## src/verilog/wso_pkg.sv

```systemverilog
// Purpose: Constants for the write-once system option register bank.
// Assumes: 8-bit register port, one register per address index.
// Notes: Field placement and reset values are fixed here for the block.
package wso_pkg;
   localparam logic [0:0] ADDR_OPT_A = 1'h0;
   localparam logic [0:0] ADDR_OPT_B = 1'h1;
   // Register A field positions.
   localparam int A_VM_STOP = 0;
   localparam int A_STOP_EN = 1;
   localparam int A_WD_DIS = 2;
   localparam int A_WD_SHORT = 3;
   localparam int A_SHORT_REC = 4;
   localparam int A_VM_PWR = 5;
   localparam int A_VM_RST = 6;
   // Register B field positions.
   localparam int B_EE_CLK = 0;
   localparam int B_VARIANT = 7;
   localparam logic [7:0] RST_OPT_A = 8'h60;
   localparam logic [7:0] RST_OPT_B = 8'h00;
   localparam logic [7:0] MASK_OPT_A = 8'h7f;
   localparam logic [7:0] MASK_OPT_B = 8'h01;
   localparam logic [0:0] VARIANT_VALUE = 1'h1;
   localparam logic [3:0] TRIP_CYCLES = 4'h9;
   localparam logic [12:0] STOP_REC_SHORT = 13'h0020;
   localparam logic [12:0] STOP_REC_LONG = 13'h1000;
   localparam logic [17:0] WD_PERIOD_SHORT = 18'h01ff0;
   localparam logic [17:0] WD_PERIOD_LONG = 18'h3fff0;
endpackage

```

## src/verilog/wso_trip_filter.sv

```systemverilog
// Purpose: Qualifies the voltage monitor trip into a chip reset request.
// Assumes: Trip levels arrive synchronous to clk.
// Notes: Reset request holds until the rising trip level is reached or enable drops.
`timescale 1ns/1ps
`default_nettype none
module wso_trip_filter (
   // Clock and reset.
   input wire logic clk,
   input wire logic reset_n,
   // Monitor controls and levels.
   input wire logic enable,
   input wire logic below_fall,
   input wire logic above_rise,
   // Reset request.
   output logic reset_req
);
   logic [3:0] cnt;
   logic [3:0] next_cnt;
   logic held;
   logic next_held;

   // Count consecutive low cycles; a single good cycle restarts the count.
   always_comb begin
      next_cnt = 4'h0;
      next_held = held;
      if (!enable) begin
         next_held = 1'b0;
      end else if (held) begin
         if (above_rise) begin
            next_held = 1'b0;
         end
      end else if (below_fall) begin
         next_cnt = cnt + 4'h1;
         if (next_cnt == wso_pkg::TRIP_CYCLES) begin
            next_held = 1'b1;
            next_cnt = 4'h0;
         end
      end
   end

   always_ff @(posedge clk or negedge reset_n) begin
      if (!reset_n) begin
         cnt <= 4'h0;
         held <= 1'b0;
      end else begin
         cnt <= next_cnt;
         held <= next_held;
      end
   end

   assign reset_req = held;

   property p_trip_needs_nine;
      @(posedge clk) disable iff (!reset_n)
      $rose(held) |-> $past(below_fall, 1) && $past(below_fall, 9);
   endproperty
   a_trip_needs_nine: assert property (p_trip_needs_nine)
      else $error("Trip reset raised without nine low cycles.");
endmodule
`default_nettype wire

```

## src/verilog/wso_option_bank.sv

```systemverilog
// Purpose: Two write-once option registers driving system option outputs.
// Assumes: Plain register port with read data one cycle after the strobe.
// Notes: Unmapped reads return zero; writes elsewhere are dropped.
`timescale 1ns/1ps
`default_nettype none
module wso_option_bank (
   // Clock and reset.
   input wire logic clk,
   input wire logic reset_n,
   // Register port.
   input wire logic [1:0] addr,
   input wire logic [7:0] wdata,
   input wire logic wr_stb,
   input wire logic rd_stb,
   output logic [7:0] rdata,
   // Voltage monitor.
   input wire logic in_stop,
   input wire logic vm_below_fall,
   input wire logic vm_above_rise,
   output logic volt_monitor_power_en,
   output logic volt_monitor_active,
   output logic volt_monitor_reset_en,
   output logic volt_monitor_chip_reset,
   // Stop, watchdog and eeprom options.
   output logic short_stop_recovery,
   output logic [12:0] stop_recovery_cycles,
   output logic stop_instr_enable,
   output logic stop_opcode_illegal,
   output logic watchdog_short_period,
   output logic [17:0] watchdog_period,
   output logic watchdog_disable,
   output logic eeprom_timebase_clk_sel,
   output logic variant_indicator
);
   logic [7:0] opt_a;
   logic [7:0] opt_b;
   logic done_a;
   logic done_b;
   logic [7:0] next_opt_a;
   logic [7:0] next_opt_b;
   logic next_done_a;
   logic next_done_b;
   logic [7:0] next_rdata;
   logic sel_a;
   logic sel_b;
   logic trip_en;

   // Decode one register index; the top address bit must be zero.
   function automatic logic hit(input logic [1:0] a, input logic [0:0] idx);
      hit = (a[1] == 1'b0) && (a[0] == idx);
   endfunction

   assign sel_a = hit(addr, wso_pkg::ADDR_OPT_A);
   assign sel_b = hit(addr, wso_pkg::ADDR_OPT_B);

   // Only the first write after reset lands; the done flag locks it out.
   always_comb begin
      next_opt_a = opt_a;
      next_opt_b = opt_b;
      next_done_a = done_a;
      next_done_b = done_b;
      if (wr_stb && sel_a && !done_a) begin
         next_opt_a = wdata & wso_pkg::MASK_OPT_A;
         next_done_a = 1'b1;
      end
      if (wr_stb && sel_b && !done_b) begin
         next_opt_b = wdata & wso_pkg::MASK_OPT_B;
         next_done_b = 1'b1;
      end
   end

   // Read mux; the variant bit is a constant, not register state.
   always_comb begin
      next_rdata = 8'h00;
      if (rd_stb && sel_a) begin
         next_rdata = opt_a;
      end else if (rd_stb && sel_b) begin
         next_rdata = opt_b;
         next_rdata[wso_pkg::B_VARIANT] = wso_pkg::VARIANT_VALUE[0];
      end
   end

   always_ff @(posedge clk or negedge reset_n) begin
      if (!reset_n) begin
         opt_a <= wso_pkg::RST_OPT_A;
         opt_b <= wso_pkg::RST_OPT_B;
         done_a <= 1'b0;
         done_b <= 1'b0;
         rdata <= 8'h00;
      end else begin
         opt_a <= next_opt_a;
         opt_b <= next_opt_b;
         done_a <= next_done_a;
         done_b <= next_done_b;
         rdata <= next_rdata;
      end
   end

   // Option outputs decode from the held register bits, with in_stop gating the active flag; the variant indicator is a constant.
   assign volt_monitor_power_en = opt_a[wso_pkg::A_VM_PWR];
   assign volt_monitor_active = opt_a[wso_pkg::A_VM_PWR] &&
      (!in_stop || opt_a[wso_pkg::A_VM_STOP]);
   assign volt_monitor_reset_en = opt_a[wso_pkg::A_VM_RST];
   assign trip_en = volt_monitor_active && volt_monitor_reset_en;
   assign short_stop_recovery = opt_a[wso_pkg::A_SHORT_REC];
   // Keeping short recovery clear with a crystal is left to software.
   assign stop_recovery_cycles = short_stop_recovery ?
      wso_pkg::STOP_REC_SHORT : wso_pkg::STOP_REC_LONG;
   assign stop_instr_enable = opt_a[wso_pkg::A_STOP_EN];
   assign stop_opcode_illegal = !stop_instr_enable;
   assign watchdog_short_period = opt_a[wso_pkg::A_WD_SHORT];
   assign watchdog_period = watchdog_short_period ?
      wso_pkg::WD_PERIOD_SHORT : wso_pkg::WD_PERIOD_LONG;
   assign watchdog_disable = opt_a[wso_pkg::A_WD_DIS];
   assign eeprom_timebase_clk_sel = opt_b[wso_pkg::B_EE_CLK];
   assign variant_indicator = wso_pkg::VARIANT_VALUE[0];

   wso_trip_filter wso_trip_filter_i (
      .clk(clk),
      .reset_n(reset_n),
      .enable(trip_en),
      .below_fall(vm_below_fall),
      .above_rise(vm_above_rise),
      .reset_req(volt_monitor_chip_reset)
   );

   property p_second_write_ignored;
      @(posedge clk) disable iff (!reset_n)
      (wr_stb && sel_a && done_a) |=> $stable(opt_a);
   endproperty
   a_second_write_ignored: assert property (p_second_write_ignored)
      else $error("Option A changed after its first write.");

   property p_first_write_lands;
      @(posedge clk) disable iff (!reset_n)
      (wr_stb && sel_b && !done_b) |=>
         opt_b == ($past(wdata) & wso_pkg::MASK_OPT_B) && done_b;
   endproperty
   a_first_write_lands: assert property (p_first_write_lands)
      else $error("First write to option B did not land.");

   property p_read_default;
      @(posedge clk) disable iff (!reset_n)
      (rd_stb && sel_a && !done_a) |=> rdata == wso_pkg::RST_OPT_A;
   endproperty
   a_read_default: assert property (p_read_default)
      else $error("Option A did not read its default before a write.");

   property p_variant_read;
      @(posedge clk) disable iff (!reset_n)
      (rd_stb && sel_b) |=> rdata[wso_pkg::B_VARIANT] == 1'b1;
   endproperty
   a_variant_read: assert property (p_variant_read)
      else $error("Variant indicator did not read one.");

   property p_stop_monitor;
      @(posedge clk) disable iff (!reset_n)
      (in_stop && !opt_a[wso_pkg::A_VM_STOP]) |-> !volt_monitor_active;
   endproperty
   a_stop_monitor: assert property (p_stop_monitor)
      else $error("Voltage monitor active in stop without its bit.");

   property p_no_trip_when_blocked;
      @(posedge clk) disable iff (!reset_n)
      !volt_monitor_reset_en |=> !volt_monitor_chip_reset;
   endproperty
   a_no_trip_when_blocked: assert property (p_no_trip_when_blocked)
      else $error("Chip reset from monitor while reset is blocked.");

   property p_power_off;
      @(posedge clk) disable iff (!reset_n)
      !volt_monitor_power_en |-> !volt_monitor_active;
   endproperty
   a_power_off: assert property (p_power_off)
      else $error("Voltage monitor active while powered down.");

   property p_recovery_count;
      @(posedge clk) disable iff (!reset_n)
      stop_recovery_cycles == (short_stop_recovery ? 13'h0020 : 13'h1000);
   endproperty
   a_recovery_count: assert property (p_recovery_count)
      else $error("Stop recovery count wrong.");

   property p_wd_period;
      @(posedge clk) disable iff (!reset_n)
      watchdog_period == (watchdog_short_period ? 18'h01ff0 : 18'h3fff0);
   endproperty
   a_wd_period: assert property (p_wd_period)
      else $error("Watchdog period wrong.");

   property p_stop_illegal;
      @(posedge clk) disable iff (!reset_n)
      stop_opcode_illegal != opt_a[wso_pkg::A_STOP_EN];
   endproperty
   a_stop_illegal: assert property (p_stop_illegal)
      else $error("Stop legality does not follow its bit.");

   property p_wd_disable;
      @(posedge clk) disable iff (!reset_n)
      watchdog_disable == opt_a[wso_pkg::A_WD_DIS];
   endproperty
   a_wd_disable: assert property (p_wd_disable)
      else $error("Watchdog disable does not follow its bit.");

   property p_ee_clk;
      @(posedge clk) disable iff (!reset_n)
      eeprom_timebase_clk_sel == opt_b[wso_pkg::B_EE_CLK];
   endproperty
   a_ee_clk: assert property (p_ee_clk)
      else $error("Eeprom clock select does not follow its bit.");

   // Locking, read data and decode checks that tests seldom reach.
   property p_b_locked;
      @(posedge clk) disable iff (!reset_n)
      (wr_stb && sel_b && done_b) |=> $stable(opt_b);
   endproperty
   a_b_locked: assert property (p_b_locked)
      else $error("Option B changed after its first write.");

   property p_a_done;
      @(posedge clk) disable iff (!reset_n)
      (wr_stb && sel_a) |=> done_a;
   endproperty
   a_a_done: assert property (p_a_done)
      else $error("Option A not locked after a write.");

   property p_b_done;
      @(posedge clk) disable iff (!reset_n)
      (wr_stb && sel_b) |=> done_b;
   endproperty
   a_b_done: assert property (p_b_done)
      else $error("Option B not locked after a write.");

   property p_a_lands;
      @(posedge clk) disable iff (!reset_n)
      (wr_stb && sel_a && !done_a) |=>
         opt_a == ($past(wdata) & wso_pkg::MASK_OPT_A) && done_a;
   endproperty
   a_a_lands: assert property (p_a_lands)
      else $error("First write to option A did not land.");

   property p_b_default;
      @(posedge clk) disable iff (!reset_n)
      (rd_stb && sel_b && !done_b) |=> rdata[6:0] == wso_pkg::RST_OPT_B[6:0];
   endproperty
   a_b_default: assert property (p_b_default)
      else $error("Option B did not read its default before a write.");

   property p_unmapped_zero;
      @(posedge clk) disable iff (!reset_n)
      (rd_stb && addr[1]) |=> rdata == 8'h00;
   endproperty
   a_unmapped_zero: assert property (p_unmapped_zero)
      else $error("Unmapped read did not return zero.");

   property p_reserved_zero;
      @(posedge clk) disable iff (!reset_n)
      (opt_a & ~wso_pkg::MASK_OPT_A) == 8'h00 &&
         (opt_b & ~wso_pkg::MASK_OPT_B) == 8'h00;
   endproperty
   a_reserved_zero: assert property (p_reserved_zero)
      else $error("A reserved option bit is set.");

   property p_reset_en;
      @(posedge clk) disable iff (!reset_n)
      volt_monitor_reset_en == opt_a[wso_pkg::A_VM_RST];
   endproperty
   a_reset_en: assert property (p_reset_en)
      else $error("Monitor reset enable does not follow its bit.");

   property p_run_active;
      @(posedge clk) disable iff (!reset_n)
      (!in_stop && volt_monitor_power_en) |-> volt_monitor_active;
   endproperty
   a_run_active: assert property (p_run_active)
      else $error("Powered voltage monitor not active in run.");

   property p_stop_active;
      @(posedge clk) disable iff (!reset_n)
      (in_stop && volt_monitor_power_en && opt_a[wso_pkg::A_VM_STOP]) |->
         volt_monitor_active;
   endproperty
   a_stop_active: assert property (p_stop_active)
      else $error("Voltage monitor off in stop with both bits set.");

   property p_short_rec;
      @(posedge clk) disable iff (!reset_n)
      short_stop_recovery == opt_a[wso_pkg::A_SHORT_REC];
   endproperty
   a_short_rec: assert property (p_short_rec)
      else $error("Short recovery does not follow its bit.");

   property p_wd_short;
      @(posedge clk) disable iff (!reset_n)
      watchdog_short_period == opt_a[wso_pkg::A_WD_SHORT];
   endproperty
   a_wd_short: assert property (p_wd_short)
      else $error("Watchdog short period does not follow its bit.");

   property p_trip_release;
      @(posedge clk) disable iff (!reset_n)
      (volt_monitor_chip_reset && vm_above_rise) |=> !volt_monitor_chip_reset;
   endproperty
   a_trip_release: assert property (p_trip_release)
      else $error("Monitor reset held after the supply rose.");

   property p_stop_en;
      @(posedge clk) disable iff (!reset_n)
      stop_instr_enable == opt_a[wso_pkg::A_STOP_EN];
   endproperty
   a_stop_en: assert property (p_stop_en)
      else $error("Stop enable does not follow its bit.");
endmodule
`default_nettype wire

```

## config.mk

```make
export PLATFORM = sky130hd
export DESIGN_NAME = wso_option_bank
export DESIGN_NICKNAME = d
export VERILOG_FILES = /design/src/verilog/wso_pkg.sv /design/src/verilog/wso_trip_filter.sv /design/src/verilog/wso_option_bank.sv
export SDC_FILE = /design/constraint.sdc
export NUM_CORES = 1
export LEC_CHECK = 0
export CAP_MARGIN = 20
export CORE_ASPECT_RATIO = 1.2
export CORE_MARGIN = 3
export CORE_UTILIZATION = 35
export CTS_CLUSTER_DIAMETER = 50
export DETAILED_ROUTE_END_ITERATION = 10
export DONT_BUFFER_PORTS = 1
export PLACE_DENSITY_LB_ADDON = 0.3
export SLEW_MARGIN = 20
export SYNTH_ARGS = -nofsm -noshare
export SYNTH_HDL_FRONTEND = slang
export SYNTH_HIERARCHICAL = 1
export SYNTH_SLANG_ARGS = --single-unit
```

## constraint.sdc

```tcl
create_clock -name clk -period 1.6 [get_ports clk]
set_input_delay 0.32 -clock clk [delete_from_list [all_inputs] [get_ports clk]]
set_output_delay 0.32 -clock clk [all_outputs]
set_load 0.02 [all_outputs]
```

Yosys cells after proc, flatten, opt, wreduce, memory -nomap -nowiden
Cells that the tools add are included.

Add/sub/neg operators: 1. Equality and inequality tests: 1. Mux-type cells: 13. Bitwise gates (word level): 2. Reduce and logical (&&, ||, !) cells: 15.

Operator list (number): $mux 18 (1); $mux 4 (4); $mux 8 (2); $mux 13 (1); $logic_and 1x1->1 (10); $mux 1 (5); $add 4x1->4 const B (1); $eq 4x4->1 const B (1); $logic_not 1->1 (4); $not 1->1 (2); $logic_or 1x1->1 (1).

Flip-flop bits (word level): 23. Input bits: 17. Output and inout port bits: 50. Word-level logic and storage cells: 39.

Logic depth before layout (Yosys ltp)
Depth after elaboration: 6. Mapped depth: 5. Mapped depth without buffers: 5.

Modules after synthesis
Netlist, hierarchy kept.

By module, submodules not included: wso_option_bank (times used 1, cells an instance 79, area an instance 924.6 um^2, sequential area each 452.9 um^2); wso_trip_filter (times used 1, cells an instance 30, area an instance 309.0 um^2, sequential area each 125.1 um^2).

Worst setup path before layout
OpenSTA, ideal clock, no wires.

Path type: register to register. Start point: reg wso_trip_filter_i.cnt[0]. End point: reg wso_trip_filter_i.cnt[0]. Data arrival time: 1199 ps. Setup slack: 289 ps. Cell stages (with the launch flop): 5. Buffers on the path: 0. Period minus slack after synthesis: 1311 ps. Cells stage by stage: dfrtp_1 inv_1 ha_1 and3_2 a2111oi_2.

Longest elaborated chain between the ends: 6.

Ends and longest elaborated chain: start, declared (line wso_trip_filter.sv:17) `logic [3:0] cnt;`; start signal, assigned (line wso_trip_filter.sv:46) `cnt <= next_cnt;`; $add 4x1->4 (*) (line wso_trip_filter.sv:33) `next_cnt = cnt + 4'h1;`; $eq 4x4->1 (line wso_trip_filter.sv:34) `if (next_cnt == wso_pkg::TRIP_CYCLES) begin`; $mux 4 (*) (line wso_trip_filter.sv:34); $mux 4 (*) (line wso_trip_filter.sv:32) `end else if (below_fall) begin`; $mux 4 (*) (line wso_trip_filter.sv:28) `end else if (held) begin`; $mux 4 (*) (line wso_trip_filter.sv:26) `if (!enable) begin`; net wso_trip_filter_i.next_cnt[0] (line wso_trip_filter.sv:18) `logic [3:0] next_cnt;`.

The timed path passes the listed nets; every way through them passes the cells marked *. A chain may end at the register's enable or synchronous reset.

Worst setup path after layout
Start point: reg opt_a[3]. End point: out watchdog_period[14].

Longest elaborated chain between the ends: 1.

Ends and longest elaborated chain: start, declared (line wso_option_bank.sv:35) `logic [7:0] opt_a;`; start signal, assigned (line wso_option_bank.sv:85) `opt_a <= wso_pkg::RST_OPT_A;`; start signal, assigned (line wso_option_bank.sv:91) `opt_a <= next_opt_a;`; $mux 18 (line wso_option_bank.sv:112) `assign watchdog_period = watchdog_short_period ?`; end, declared (line wso_option_bank.sv:30) `output logic [17:0] watchdog_period,`.

No other way between the ends.

==> results_dict.tcl <==
set metrics [dict create \
    ys.flop_type "dfrtp_1" \
    grt_pass1_vias 733 \
    slew_violations 0 \
    synth.most_common_cell "buf_4" \
    synthCells 109 \
    cap_violations 0 \
    route.detailed.drc 0 \
    yosys.area.top_type "dfrtp_1" \
    placed_cells 144 \
    fmax_mhz 656 \
    critical-path-top-delay-family "flip-flops" \
    ant_nets 0 \
    crit_slowest_cell "dfrtp_1" \
    synthTopCellsByCount "buf_4 (30), dfrtp_1 (21), and3_1 (9), mux2_2 (9), inv_1 (6)" \
    ir_worst_vdd_mv 0.594 \
    startpoint "opt_a[3]" \
    ys_seq_elements 23 \
    antenna_found_initial 0 \
    ioPinCount 67 \
    place_ws_ns 0.134 \
    fin_crit_ns 1.52 \
    fin_cells 149 \
    place.gp.congestion 0.750 \
    die_x_um 60.2 \
    syn_area_um2 1230 \
    r2r-end "wso_trip_filter_i/cnt[0]" \
    switchingPower_uw 472 \
    required_ns 1.28 \
    outcome "finished clean" \
    ctsLongestPathBuffers 2 \
    grt_usage_pct 10.4 \
    synthDistinctLibCells 30 \
    hold_path_class "in -> async" \
    worst-r2r-cell-count 4 \
    crit_type "reg -> out" \
    core-area_um2 3370 \
    clock_power_share_pct 24.8 \
    drive_gt1_share_pct 22.3 \
    final_nets 132 \
    slowest_delay_ns 0.48 \
    synth.top_cell.area_share_pct 42.6 \
    grt_max_degree 24 \
    tritoncts "done" \
    critPathCaptureType "primary output" \
    synth_area_leaders "dfrtp_1 (43%), buf_4 (18%), mux2_2 (8.2%), and3_1 (4.6%), dfstp_2 (4.3%)" \
    async_flop_share_pct 100 \
    dr.pass1.iters 4 \
    ys_warn_count 6 \
    tns_ns 0 \
    pwr-share-comb_pct 21.2 \
    worst_slack_ns 0.0763 \
    power_density_nw_per_um2 1120 \
    antenna_cells 0 \
    post-route-util_pct 36.9 \
    hold_viol 0 \
    ctsRootBufferMaster "clkbuf_8" \
    wl_per_cell_um 14.7 \
    drt-total-wl_um 2190 \
    start_kind "flip-flop" \
    dp_hpwl_um 1720 \
    intPower_uw 916 \
    reg2reg_slack_ns 0.15 \
    area_growth_pct 0.710 \
    pwr-share-seq_pct 54.0 \
    fin_skew_ns 0.00500 \
    overflow 0 \
    cts_resized 0 \
    cts.clk_slew.worst_paths_ns 0.08 \
    io_buffer_count 0 \
    avgViaCountPerCell 4.63 \
    cp_max_fo 4 \
    fin_crit_sh_pct 95.2 \
    setup_violations 0 \
    cp_cell_sequence "inv_1 > buf_12" \
    worstSkewPairLatency_ns 0.26 \
    drt_iter0_drc 20 \
    synth-edff-count 0 \
    power.leakage_uw 0.000628 \
    rsz0062_at_grt "no" \
    rows 23 \
    grt_pass1_wl_um 3430 \
    vias 690 \
    syn_area_per_cell_um2 11.3 \
    switching_share_pct 34.0 \
    die_h_um 71.0 \
    cts.sinks 23 \
    seq_area_frac_synth_pct 46.9 \
    start_util_pct 36.6 \
    numCtsBuffers 3 \
    crit_buf_inv 2 \
    die_area_um2 4280 \
    reg2reg_from "wso_trip_filter_i/cnt[0]" \
    htree_levels 1 \
    critPathArrivalTime_ns 1.20 \
]
worst max-delay path by stage:
stage                     cells after the start                        to  slack [ns]
final                                         2       watchdog_period[14]        0.08
after global routing                          2       watchdog_period[16]        0.01
after CTS                                     2       watchdog_period[14]        0.05
after detailed placement                      4  wso_trip_filter_i/cnt[0]        0.13
after global placement                        4  wso_trip_filter_i/cnt[0]        0.21
after floorplan                               4  wso_trip_filter_i/cnt[0]        0.29
sequential cells by signal, indices dropped and copies added (netlist names):
name                         cells
opt_b                            1
wso_trip_filter_i/reset_req      1
done_b                           1
opt_a                            7
wso_trip_filter_i/cnt            4
rdata                            8
done_a                           1
power groups by stage:
stage / sequential (uW) / combinational [uW] / clock (uW)
floorplan: 762 / 297 / 0
global placement: 761 / 281 / 0
detailed placement: 763 / 284 / 0
CTS: 752 / 298 / 375
global route: 760 / 319 / 394
finish: 750 / 294 / 345
logic make-up (layout without fill, tap and decap cells):
logic type | after synthesis | in the layout | share of synthesized area (%)
AND/OR/NAND/NOR | 26 | 26 | 15.1
adder cells (fa/ha/maj) | 2 | 2 | 2.03
XOR/XNOR | 1 | 1 | 0.710
buffers and inverters | 36 | 16 | 20.1
AO/OA/AOI/OAI | 10 | 10 | 6.39
other | 2 | 25 | 0.609
flip-flops | 23 | 23 | 46.9
multiplexers | 9 | 9 | 8.22
stage by stage:
step           total power [uW]  hold slack [ns]  instance area, um2
2_1_floorplan              1060           0.0244                1320
3_3_place_gp               1040           0.0249                1190
3_5_place_dp               1050           0.0250                1190
4_1_cts                    1420            0.161                1250
5_1_grt                    1470           0.0434                1240
6_report                   1390           0.0167                1240
routing by layer:
layer | GRT usage, % | up-vias | share of wire, %
li1 | - | 321 | -
met1 | 12.2 | 338 | 38
met2 | 17.7 | 31 | 53
met3 | 4.74 | 0 | 9.0
met4 | 1.48 | 0 | 0
met5 | 0 | - | 0
placed cells by master, fill, tap and decap left out:
cell type	n
a2111oi_2	1
a211oi_1	1
a21o_1	1
a21oi_1	1
a22o_1	1
a2bb2oi_1	1
a31o_2	1
and2_1	3
and3_1	9
and3_2	1
and3b_1	1
and4bb_1	1
buf_12	1
buf_2	1
buf_4	4
clkbuf_8	3
clkinv_2	1
conb_1	25
dfrtp_1	21
dfstp_2	2
ha_1	2
inv_1	6
mux2_2	9
nand2_1	2
nand2b_1	2
nand3_1	1
nand3b_1	1
nand4b_1	1
nor2_1	2
nor4b_4	1
nor4bb_1	1
o21a_1	1
o21ai_0	2
xnor2_1	1
layout make-up:
class | count | area (um2)
Clock buffer | 3 | 41.3
Clock inverter | 1 | 5.00
Fill cell | 340 | 2120
Inverter | 6 | 22.5
Multi-Input combinational cell | 73 | 494
Sequential cell | 23 | 578
Tap cell | 37 | 46.3
Timing Repair Buffer | 6 | 55.1
repair_timing:
action / 4_1_cts / 5_1_grt
endpoints found under the hold margin: 23 / 0
setup buffers: 0 / 0
hold buffers: 1 / 0
Power figures use the tool's default switching activity.
